**src/scd_pkg.sv**
```systemverilog
// Constants for the two-channel synthesizer divider register bank.
// Assumes byte-wide register access at the printed byte offsets.
package scd_pkg;

    localparam int REG_CNT = 7;
    localparam int ADDR_W  = 8;
    localparam int DATA_W  = 8;

    // Register offsets
    localparam logic [7:0] OFF_CHAN_C_FRAC_LOW  = 8'h12;
    localparam logic [7:0] OFF_CHAN_C_FRAC_MID  = 8'h13;
    localparam logic [7:0] OFF_CHAN_C_FRAC_HIGH = 8'h14;
    localparam logic [7:0] OFF_CHAN_D_INT       = 8'h15;
    localparam logic [7:0] OFF_CHAN_D_FRAC_LOW  = 8'h16;
    localparam logic [7:0] OFF_CHAN_D_FRAC_MID  = 8'h17;
    localparam logic [7:0] OFF_CHAN_D_FRAC_HIGH = 8'h18;
    localparam logic [7:0] OFF_UPDATE_STATUS    = 8'h1F;

    // Reset values
    localparam logic [7:0] RST_FRAC_LOW  = 8'h00;
    localparam logic [7:0] RST_FRAC_MID  = 8'h00;
    localparam logic [7:0] RST_FRAC_HIGH = 8'h10;
    localparam logic [7:0] RST_D_INT     = 8'h40;

    // Implemented bits; unused bits hold zero
    localparam logic [7:0] MASK_FULL      = 8'hFF;
    localparam logic [7:0] MASK_FRAC_HIGH = 8'h3F;
    localparam logic [7:0] MASK_D_INT     = 8'h7F;

    // Field layout
    localparam int FRAC_W        = 21;
    localparam int INT_W         = 7;
    localparam int FRAC_HIGH_W   = 5;
    localparam int FRAC_LOW_LSB  = 0;
    localparam int FRAC_MID_LSB  = 8;
    localparam int FRAC_HIGH_LSB = 16;
    localparam int RSVD_BIT      = 5;

    // Update status bits
    localparam int STAT_W      = 2;
    localparam int STAT_C_BIT  = 0;
    localparam int STAT_D_BIT  = 1;

    // Register slots, index order C low..D high
    localparam logic [REG_CNT-1:0][7:0] REG_OFFSET = {
        OFF_CHAN_D_FRAC_HIGH, OFF_CHAN_D_FRAC_MID, OFF_CHAN_D_FRAC_LOW,
        OFF_CHAN_D_INT, OFF_CHAN_C_FRAC_HIGH, OFF_CHAN_C_FRAC_MID,
        OFF_CHAN_C_FRAC_LOW};
    localparam logic [REG_CNT-1:0][7:0] REG_RESET = {
        RST_FRAC_HIGH, RST_FRAC_MID, RST_FRAC_LOW, RST_D_INT,
        RST_FRAC_HIGH, RST_FRAC_MID, RST_FRAC_LOW};
    localparam logic [REG_CNT-1:0][7:0] REG_MASK = {
        MASK_FRAC_HIGH, MASK_FULL, MASK_FULL, MASK_D_INT,
        MASK_FRAC_HIGH, MASK_FULL, MASK_FULL};

    localparam int SLOT_C_LOW  = 0;
    localparam int SLOT_C_MID  = 1;
    localparam int SLOT_C_HIGH = 2;
    localparam int SLOT_D_INT  = 3;
    localparam int SLOT_D_LOW  = 4;
    localparam int SLOT_D_MID  = 5;
    localparam int SLOT_D_HIGH = 6;

endpackage : scd_pkg

```
**src/scd_divider_regs.sv**
```systemverilog
// Divider settings for synthesizer channels C and D behind a byte port.
// Assumes a single-cycle write/read strobe master on i_sys_clk.
//
// Implementation choice: strobed register access.
`timescale 1ns/100ps

// Notes on behaviour
// Channel D integer offset is 7 bits at 0x15, reset 0x40, bit 7 unused.
// Channel D ratio bits 7:0 come from register 0x16, reset zero.
// Channel D ratio bits 15:8 come from register 0x17, reset zero.
// Channel C ratio bits 20:16 come from 0x14 bits 4:0, bit 4 resets one.
// Channel D ratio bits 20:16 come from 0x18 bits 4:0.
// Channel C ratio bits 7:0 and 15:8 come from its byte-0 and byte-1.
// Software writes zero to reserved bit 5 of channel C byte 2.
module scd_divider_regs
    import scd_pkg::*;
(
    input  wire logic              i_sys_clk,
    input  wire logic              i_rst,
    input  wire logic [ADDR_W-1:0] i_addr,
    input  wire logic [DATA_W-1:0] i_wr_data,
    input  wire logic              i_wr_en,
    input  wire logic              i_rd_en,
    output logic      [DATA_W-1:0] o_rd_data,
    output logic                   o_rd_valid,
    output logic      [FRAC_W-1:0] o_chan_c_frac_ratio,
    output logic      [FRAC_W-1:0] o_chan_d_frac_ratio,
    output logic      [INT_W-1:0]  o_chan_d_integer_offset
);

    logic [REG_CNT-1:0]      wr_hit;
    logic [REG_CNT-1:0][7:0] reg_value;
    logic [STAT_W-1:0]       update_set;
    logic [STAT_W-1:0]       update_flags;
    logic                    status_rd;

    // Address decode and storage, one slot per config register (status flags live elsewhere)
    generate
        for (genvar g = 0; g < REG_CNT; g++) begin : g_slot
            assign wr_hit[g] = i_wr_en && (i_addr == REG_OFFSET[g]);

            scd_byte_reg #(
                .RESET_VALUE (REG_RESET[g]),
                .WRITE_MASK  (REG_MASK[g])
            ) u_reg (
                .i_sys_clk (i_sys_clk),
                .i_rst     (i_rst),
                .i_wr_en   (wr_hit[g]),
                .i_wr_data (i_wr_data),
                .o_value   (reg_value[g])
            );
        end
    endgenerate

    // Field assembly; reserved bit 5 is stored but never reaches a ratio
    assign o_chan_c_frac_ratio[FRAC_MID_LSB-1:FRAC_LOW_LSB] = reg_value[SLOT_C_LOW];
    assign o_chan_c_frac_ratio[FRAC_HIGH_LSB-1:FRAC_MID_LSB] = reg_value[SLOT_C_MID];
    assign o_chan_c_frac_ratio[FRAC_W-1:FRAC_HIGH_LSB] =
        reg_value[SLOT_C_HIGH][FRAC_HIGH_W-1:0];
    assign o_chan_d_integer_offset = reg_value[SLOT_D_INT][INT_W-1:0];
    assign o_chan_d_frac_ratio[FRAC_MID_LSB-1:FRAC_LOW_LSB] = reg_value[SLOT_D_LOW];
    assign o_chan_d_frac_ratio[FRAC_HIGH_LSB-1:FRAC_MID_LSB] = reg_value[SLOT_D_MID];
    assign o_chan_d_frac_ratio[FRAC_W-1:FRAC_HIGH_LSB] =
        reg_value[SLOT_D_HIGH][FRAC_HIGH_W-1:0];

    // Per-channel update flags let software confirm a reprogram landed
    assign update_set[STAT_C_BIT] = |wr_hit[SLOT_C_HIGH:SLOT_C_LOW];
    assign update_set[STAT_D_BIT] = |wr_hit[SLOT_D_HIGH:SLOT_D_INT];
    assign status_rd = i_rd_en && (i_addr == OFF_UPDATE_STATUS);

    scd_sticky_flags #(
        .N (STAT_W)
    ) u_flags (
        .i_sys_clk (i_sys_clk),
        .i_rst     (i_rst),
        .i_set     (update_set),
        .i_clear   (status_rd),
        .o_flags   (update_flags)
    );

    // Config bytes are write-only; only the status register reads back
    always_ff @(posedge i_sys_clk) begin
        if (i_rst) begin
            o_rd_data <= 8'h00;
        end else if (status_rd) begin
            o_rd_data <= {{(DATA_W-STAT_W){1'b0}}, update_flags};
        end else begin
            o_rd_data <= 8'h00;
        end
    end

    always_ff @(posedge i_sys_clk) begin
        if (i_rst) begin
            o_rd_valid <= 1'b0;
        end else begin
            o_rd_valid <= i_rd_en;
        end
    end
endmodule : scd_divider_regs

```
**src/scd_byte_reg.sv**
```systemverilog
// One write-only configuration byte with reset value and bit mask.
// Assumes a one-cycle write enable from the same clock domain.
`timescale 1ns/100ps
module scd_byte_reg #(
    parameter logic [7:0] RESET_VALUE = 8'h00,
    parameter logic [7:0] WRITE_MASK  = 8'hFF
) (
    input  wire logic       i_sys_clk,
    input  wire logic       i_rst,
    input  wire logic       i_wr_en,
    input  wire logic [7:0] i_wr_data,
    output logic      [7:0] o_value
);

    // Masked bits never leave zero, so unused bits cannot leak into fields
    always_ff @(posedge i_sys_clk) begin
        if (i_rst) begin
            o_value <= RESET_VALUE;
        end else if (i_wr_en) begin
            o_value <= i_wr_data & WRITE_MASK;
        end
    end

endmodule : scd_byte_reg

```
**src/scd_sticky_flags.sv**
```systemverilog
// Sticky event flags cleared as a group.
// Assumes set and clear pulses from the same clock domain.
`timescale 1ns/100ps
module scd_sticky_flags #(
    parameter int N = 2
) (
    input  wire logic         i_sys_clk,
    input  wire logic         i_rst,
    input  wire logic [N-1:0] i_set,
    input  wire logic         i_clear,
    output logic      [N-1:0] o_flags
);

    logic [N-1:0] next_flags;

    // Set wins over a clear in the same cycle
    always_comb begin
        next_flags = (i_clear ? '0 : o_flags) | i_set;
    end

    always_ff @(posedge i_sys_clk) begin
        if (i_rst) begin
            o_flags <= '0;
        end else begin
            o_flags <= next_flags;
        end
    end

endmodule : scd_sticky_flags

```
**config.mk**
```make
export PLATFORM = sky130hd
export DESIGN_NAME = scd_divider_regs
export DESIGN_NICKNAME = d
export VERILOG_FILES = /design/src/scd_pkg.sv /design/src/scd_divider_regs.sv /design/src/scd_byte_reg.sv /design/src/scd_sticky_flags.sv
export SDC_FILE = /design/constraint.sdc
export NUM_CORES = 1
export LEC_CHECK = 0
export BUFFER_PORTS_ARGS = -buffer_cell sky130_fd_sc_hd__buf_4
export CORE_MARGIN = 8
export CORE_UTILIZATION = 40
export CTS_BUF_LIST = sky130_fd_sc_hd__clkbuf_4
export CTS_CLUSTER_SIZE = 25
export DETAILED_ROUTE_END_ITERATION = 10
export GPL_TIMING_DRIVEN = 0
export HOLD_SLACK_MARGIN = 0.05
export PLACE_DENSITY = 0.76
export SLEW_MARGIN = 20
export SYNTH_ARGS = -nofsm -noshare
export SYNTH_HDL_FRONTEND = slang
export SYNTH_SLANG_ARGS = --single-unit
```
**constraint.sdc**
```tcl
create_clock -name i_sys_clk -period 1.7 [get_ports i_sys_clk]
set_input_delay 0.255 -clock i_sys_clk [delete_from_list [all_inputs] [get_ports i_sys_clk]]
set_output_delay 0.255 -clock i_sys_clk [all_outputs]
set_load 0.01 [all_outputs]
```
# Word level (Yosys, flattened, before mapping)
# Index checks and enable logic that the tools add are counted.
[op_classes] eq_ne=8 n_mux=1 bitwise=2 reduce_logical=11
[op_table] operator="$eq 8x5->1 const B" n=8
[op_table] operator="$logic_and 1x1->1" n=8
[op_table] operator="$reduce_or 4->1" n=1
[op_table] operator="$reduce_or 3->1" n=1
[op_table] operator="$mux 2" n=1
[op_table] operator="$or 2x2->2" n=1
[op_table] operator="$reduce_or 2->1" n=1
[op_table] operator="$not 1->1" n=1
[totals] regBits=60 output_inout_bits=58 elab_cells=33

# Longest topological paths before layout
# Gate-level depths: netlist of run 1.
[logic_depth] ltp_word=4 ltp_mapped=5

# Modules after synthesis
# A second synthesis of run 1 with hierarchy kept.
[hier_totals] cells_unflattened=216 area_unflattened_um2=2244.7
[by_module_without_submodules] mod="scd_byte_reg (g_slot[0].u_reg ...)" n_inst=4 cells_per_inst=26 area_per_inst_um2=285.3 seq_area_each_um2=160.2
[by_module_without_submodules] mod="scd_byte_reg (g_slot[2].u_reg ...)" n_inst=2 cells_per_inst=22 area_per_inst_um2=236.5 seq_area_each_um2=120.1
[by_module_without_submodules] mod="scd_divider_regs" n_inst=1 cells_per_inst=36 area_per_inst_um2=297.8 seq_area_each_um2=60.1
[by_module_without_submodules] mod="scd_byte_reg (g_slot[3].u_reg)" n_inst=1 cells_per_inst=24 area_per_inst_um2=262.8 seq_area_each_um2=140.1
[by_module_without_submodules] mod="scd_sticky_flags" n_inst=1 cells_per_inst=8 area_per_inst_um2=70.1 seq_area_each_um2=40.0

# Least setup slack after synthesis of run 1
# OpenSTA, ideal clock, no wires.
[synth_path] path_kind="input-to-reg" from="input i_addr[5]" to="register g_slot[4].u_reg.o_value[0]" t_arrival_ns=1.671 slack_ns=-0.095 cell_stages=5 path_buffers=2 path_cell_list="or4b_1 > buf_2 > or4b_4 > buf_6 > mux2i_1"
[synth_between] elab_chain_cells=2
[synth_lines] element="start: declaration" line_no="scd_divider_regs.sv:20" rtl="input wire logic [ADDR_W-1:0] i_addr,"
[synth_lines] element="$eq 8x5->1" line_no="scd_divider_regs.sv:40" rtl="assign wr_hit[g] = i_wr_en && (i_addr == REG_OFFSET[g]);"
[synth_lines] element="$logic_and 1x1->1" line_no="scd_divider_regs.sv:40"
[synth_lines] element="end signal: assignment" line_no="scd_byte_reg.sv:20" rtl="o_value <= i_wr_data & WRITE_MASK;"
[synth_lines] element="end: declaration" line_no="scd_byte_reg.sv:12" rtl="output logic [7:0] o_value"
# Every way passes these cells.
# A chain may end at the register's enable or synchronous reset.

# Worst setup path after layout of run 1
[layout_path] from="input i_addr[5]" to="register g_slot[3].u_reg.o_value[2]"
[layout_between] elab_chain_cells=2
[layout_lines] element="$eq 8x5->1" line_no="scd_divider_regs.sv:40"
[layout_lines] element="$logic_and 1x1->1" line_no="scd_divider_regs.sv:40"
[layout_lines] element="end signal: assignment" line_no="scd_byte_reg.sv:20"
[layout_lines] element="end: declaration" line_no="scd_byte_reg.sv:12"
# Every way passes these cells.

==> impl_metrics.yaml, run 1 <==
status:
  run_status: "complete, no violations"
power_and_ir_drop:
  ir_worst_vdd_uv: 414.3
  leakagePower_nw: 1.463
  powerDensity_nw_per_um2: 708.2
logic_synthesis:
  synth_area_leaders: "dfxtp_1 (51%), mux2i_1 (23%), nand2_1 (10%)"
  synth_warnings: 0
  synth_top_family_by_area: "multiplexers"
  synth_seq_cells: 54
  muxShareOfSynthArea: 0.2296
  ys_types: 32
  synth_xor_xnor_area_share: 0
  syn_inst: 212
  synth_area_leader_cell: "dfxtp_1"
  yosys.area_share.simple: 0.1875
  syn_area_per_cell_sq_um: 10.07
  synth_compound_area_frac: 0.02109
  seq_area_frac_synth: 0.5062
  synth_fa_ha_area_frac: 0
  netlist.area_leader.share: 0.5062
  synth_area_sq_um: 2136
global_routing:
  grt-ovfl-total: 0
  grt_antenna_before_repair: 0
  grt_pass1_wl_mm: 8.369
  grt_max_degree: 19
  grt_pass1_vias: 1692
  grt_usage: 0.1385
timing:
  final.setup.tns_ns: 0
  finalWorstSetupSlack_ns: 0.1381
  skew_ns: 0.0002085
  rsz0062_at_grt: "false"
  period_needed_ns: 1.562
  hold_viol: 0
  slew_headroom: 0.6137
  clock.fmax_ghz: 0.6402
  whs_ns: 0.1093
  post-route-period-util: 0.9188
  setup_violations: 0
  worst_pin_slew_ns: 0.5795
  final_max_slew_viol_count: 0
placed_design:
  post-place-ws_ns: -0.3623
  gp_congestion: 0.7616
  place_area_sq_um: 2784
  dp_hpwl_mm: 4.158
  io_buffers: 70
  dp_cells: 357
detailed_routing:
  vias: 1727
  vias_per_cell: 4.732
  antenna_left: 0
  drt_pre_antenna_iters: 4
  wl_per_cell_microns: 15.17
  drt-total-wl_mm: 5.537
  drtIter0Drc: 51
  drcViolationCount: 0
clock_network:
  cts_sinks: 54
  clockRootBuffer: "clkbuf_4"
  cts_buffer_depth: 2
  hold_buffers: 0
  cts_htree_levels: 2
  clk_pin_slew_ns: 0.16
  cts_tree: "yes"
  clk_latency_ns: 0.37
  postCtsSetupBuffers: 0
  cts_buffers: 5
critical_path:
  cpLargestDelayFamily: "simple AND/OR/NAND/NOR gates"
  crit_arrival_ns: 1.83
  crit_path_end_kind: "flip-flop"
  critical_path_required_ns: 1.96
  worst_path_most_repeated_cell: "buf_6"
  start_kind: "input pin"
  critPathMaxStageDelay_ns: 0.53
  slowest_stage: "or4b_4"
  cp_max_fo: 7
  crit_chain: "buf_4, or4b_4, buf_6, or4_4, buf_6, mux2i_1"
  crit_type: "in2reg"
  cp_num_buf_inv: 3
floorplanning:
  ios: 78
  die_area_sq_um: 7933
  die_h_microns: 89.07
  coreArea_sq_um: 5140
  initial_core_util: 0.4155
  std_cell_rows: 26
  die_x_microns: 89.07
cells_and_area:
  n_antenna_cell: 0
  fin_nets: 314
  fin_area_sq_um: 2850
  finalNonFillerCells: 365
  drive_gt1_frac: 0.3288
  area_growth_pct: 33.45
run:
  drv_cap: 0
hold_path:
  hold_class: "in2reg"
[cells by family after synthesis]
group                  Yosys count
and+or+nand+nor                 82
DFF                             54
muxes                           49
buffers and inverters           20
AOI/OAI and AO/OA                6
other                            1
[registers in the layout (all words and copies together) (netlist names)]
signal and flops:
u_flags.o_flags 2, o_rd_valid 1, g_slot.u_reg.o_value 49, o_rd_data 2
[metal layers]
layer | global-route usage | wire, microns | share of wire
met2 | 0.2325 | 2564 | 0.46
met3 | 0.04044 | 452 | 0.082
met1 | 0.1629 | 2456 | 0.44
met4 | 0.05136 | 63 | 0.011
met5 | 0 | 0 | 0
[path summary, 6_finish.rpt]
kind                                                  from                         end  slack [ns]  cells past startpoint
worst max-delay path                             i_addr[5]  g_slot[3].u_reg.o_value[2]        0.14                      6
worst min-delay path                               i_rd_en                  o_rd_valid        0.11                      2
worst max register to register          u_flags.o_flags[1]          u_flags.o_flags[1]        1.00                      2
worst min register to register  g_slot[5].u_reg.o_value[7]  g_slot[5].u_reg.o_value[7]        0.47                      2
[cell usage in the layout (no fill, tap or decap), types with 2 or more instances in the layout]
master	netlist	layout
nor3b_1	2	2
inv_6	0	2
buf_6	2	4
clkbuf_4	0	5
nand3_1	3	3
dfxtp_1	54	54
clkbuf_1	8	8
nand3b_1	2	2
nor2_1	5	5
buf_4	6	76
conb_1	1	6
mux2i_1	49	49
or4b_4	1	2
o31ai_1	2	2
nand2_1	57	57
[per-stage QoR]
stage,utilization,total power [mW]
floorplan,-,1.373
global placement,0.5416,1.443
detailed placement,0.5416,1.445
CTS,0.5533,2.034
global route,0.5545,2.094
finish,0.5545,2.018
[power by group]
part / switching, mW / total, mW / internal [mW]
Combinational: 0.0869 / 0.148 / 0.0609
Clock: 0.429 / 0.600 / 0.171
Sequential: 0.00128 / 1.27 / 1.27
[synth_stat cells]
cell       n
nand2_1   57
dfxtp_1   54
mux2i_1   49
clkbuf_1   8
buf_4      6
nor2_1     5
nand3_1    3
buf_2      2
buf_6      2
nand3b_1   2
nor3b_1    2
o31ai_1    2
a31oi_1    1
and4_1     1
conb_1     1
inv_1      1
inv_2      1
nand2b_1   1
nand4_1    1
nor2b_1    1
nor3_2     1
nor4b_1    1
nor4b_2    1
nor4bb_1   1
o21ai_0    1
o21ba_2    1
o311ai_0   1
or3_2      1
or3b_2     1
or4_4      1
or4b_1     1
or4b_4     1
[area by class of cell]
cell class	count	area (sq um)
Fill cell	510	2290
Inverter	2	7.507
Clock inverter	3	22.52
Clock buffer	5	37.54
Timing Repair Buffer	70	525.5
Sequential cell	54	1081
Multi-Input combinational cell	143	968.4
Buffer	18	120.1
Tap cell	70	87.58
[timing repair]
item	in CTS	in global routing
endpoints found under the hold margin	0	0
setup endpoints to repair	0	8
gates resized for setup	0	1
Power figures use the tool's default switching activity.
==> run 2, diff against run 1 <==
--- a/config.mk
+++ b/config.mk
@@ -6,6 +6,7 @@
 export NUM_CORES = 1
 export LEC_CHECK = 0
 export BUFFER_PORTS_ARGS = -buffer_cell sky130_fd_sc_hd__buf_4
+export CAP_MARGIN = 20
 export CORE_MARGIN = 8
 export CORE_UTILIZATION = 40
 export CTS_BUF_LIST = sky130_fd_sc_hd__clkbuf_4
@@ -13,7 +14,7 @@
 export DETAILED_ROUTE_END_ITERATION = 10
 export GPL_TIMING_DRIVEN = 0
 export HOLD_SLACK_MARGIN = 0.05
-export PLACE_DENSITY = 0.76
+export PLACE_DENSITY_LB_ADDON = 0.12
 export SLEW_MARGIN = 20
 export SYNTH_ARGS = -nofsm -noshare
 export SYNTH_HDL_FRONTEND = slang
==> impl_metrics.yaml, run 2 (synthesized netlist as in run 1, its figures left out) <==
status:
  run_status: "complete, no violations"
power_and_ir_drop:
  fin_total_pwr_mw: 1.969
  leakagePower_nw: 1.460
  powerDensity_nw_per_um2: 692.2
  ir_worst_vdd_uv: 410.1
timing:
  final.setup.tns_ns: 0
  post-route-period-util: 0.9191
  skew_ns: 0.0003786
  setup_violations: 0
  whs_ns: 0.1238
  period_needed_ns: 1.563
  rsz0062_at_grt: "false"
  slew_headroom: 0.5878
  final_max_slew_viol_count: 0
  clock.fmax_ghz: 0.6400
  hold_viol: 0
  finalWorstSetupSlack_ns: 0.1375
  worst_pin_slew_ns: 0.6182
floorplanning:
  die_h_microns: 89.07
  initial_core_util: 0.4155
  ios: 78
  coreArea_sq_um: 5140
  die_x_microns: 89.07
  std_cell_rows: 26
  die_area_sq_um: 7933
critical_path:
  critical_path_required_ns: 1.96
  rr_startpoint: "g_slot[1].u_reg.o_value[6]"
  cp.depth: 6
  worst_path_most_repeated_cell: "buf_6"
  crit_type: "in2reg"
  crit_arrival_ns: 1.82
  crit_chain: "buf_4, or4b_4, buf_6, or4_4, buf_6, mux2i_1"
  cpLargestDelayFamily: "simple AND/OR/NAND/NOR gates"
  r2r_slack_ns: 1.05
  crit_path_end_kind: "flip-flop"
  critPathMaxStageDelay_ns: 0.52
  r2r-end: "g_slot[1].u_reg.o_value[6]"
  rr_worst_depth: 2
  cp_num_buf_inv: 3
  start_kind: "input pin"
  slowest_stage: "or4b_4"
  cp_max_fo: 7
cells_and_area:
  final.fill_count: 513
  drive_gt1_frac: 0.3254
  fin_util: 0.5533
  n_antenna_cell: 0
  most-common-layout-cells: "buf_4 (76), nand2_1 (57), dfxtp_1 (54)"
  regArea_sq_um: 1081
  fin_area_sq_um: 2844
  fin_nets: 314
  top_register: "g_slot.u_reg.o_value"
  largest_reg_flops: 49
  multi_input_area_sq_um: 968.4
  largest_registers: "g_slot.u_reg.o_value x49, o_rd_data x2, u_flags.o_flags x2"
  final_common_cell: "buf_4"
  finalNonFillerCells: 365
  area_growth_pct: 33.16
hold_path:
  hold_start: "i_rd_en"
  hold_class: "in2reg"
  min_to: "o_rd_valid"
  min_path_cells: 2
run:
  drv_cap: 0
placed_design:
  dp_cells: 357
  io_buffers: 70
  place_area_sq_um: 2784
  dp_hpwl_mm: 3.996
  gp_congestion: 0.8186
  post-place-ws_ns: -0.3629
global_routing:
  grt_pass1_wl_mm: 8.666
  grt_max_degree: 16
  grt_usage: 0.1428
  grt_antenna_before_repair: 0
  grt-ovfl-total: 0
  grt_pass1_vias: 1688
clock_network:
  clockRootBuffer: "clkbuf_4"
  clk_latency_ns: 0.36
  cts_buffer_depth: 2
  cts_buffers: 5
  cts_sinks: 54
  postCtsSetupBuffers: 0
  clk_pin_slew_ns: 0.15
  cts_htree_levels: 2
  cts_tree: "yes"
detailed_routing:
  vias: 1681
  drcViolationCount: 0
  drt-total-wl_mm: 5.527
  drtIter0Drc: 96
  wl_per_cell_microns: 15.14
  vias_per_cell: 4.605
  drt_pre_antenna_iters: 4
  antenna_left: 0
run 2: cell types whose count changed in the layout (fill, tap and decap cells not counted), sizes merged:
cell and change:
clkinv +1, clkbuf +1, inv -2
run 2: worst reg2reg max path: cells and delay by family, from the launching register on:
| kind | cells | cell delay, ns |
|---|---|---|
| DFF | 1 | 0.38 |
| muxes | 1 | 0.15 |
| and+or+nand+nor | 1 | 0.06 |
run 2: repair_timing:
| item | in CTS | in global routing |
|---|---|---|
| hold buffers | 0 | 0 |
| endpoints found under the setup margin | 0 | 7 |
| gates resized for setup | 0 | 1 |
run 2: routing by layer:
metal / up-vias / GRT usage / share of wire
li1: 868 / - / -
met1: 755 / 0.1921 / 0.48
met2: 54 / 0.2116 / 0.43
met3: 4 / 0.05147 / 0.086
met4: 0 / 0.03172 / 0.0071
met5: - / 0 / 0
run 2: worst max-delay path by stage:
stage	start	endpoint	slack [ns]
6_report	i_addr[5]	g_slot[3].u_reg.o_value[0]	0.14
5_1_grt	i_addr[5]	g_slot[3].u_reg.o_value[3]	0.12
4_1_cts	i_addr[5]	g_slot[5].u_reg.o_value[4]	0.04
3_5_place_dp	i_addr[5]	g_slot[5].u_reg.o_value[4]	-0.36
3_3_place_gp	i_addr[5]	g_slot[5].u_reg.o_value[0]	-0.36
2_1_floorplan	i_addr[5]	g_slot[3].u_reg.o_value[0]	-0.08
run 2: layout make-up:
| type | instances | share of cell area |
|---|---|---|
| Inverter | 2 | 0.002640 |
| Timing Repair Buffer | 70 | 0.1848 |
| Multi-Input combinational cell | 143 | 0.3405 |
| Clock buffer | 6 | 0.01584 |
| Clock inverter | 2 | 0.003080 |
| Tap cell | 70 | 0.03080 |
| Buffer | 18 | 0.04223 |
| Sequential cell | 54 | 0.3801 |
run 2: report_power, final:
group | internal, mW | switching, mW | leakage, nW
Sequential | 1.27 | 0.00117 | 0.435
Clock | 0.172 | 0.377 | 0.0331
Combinational | 0.0608 | 0.0887 | 0.992
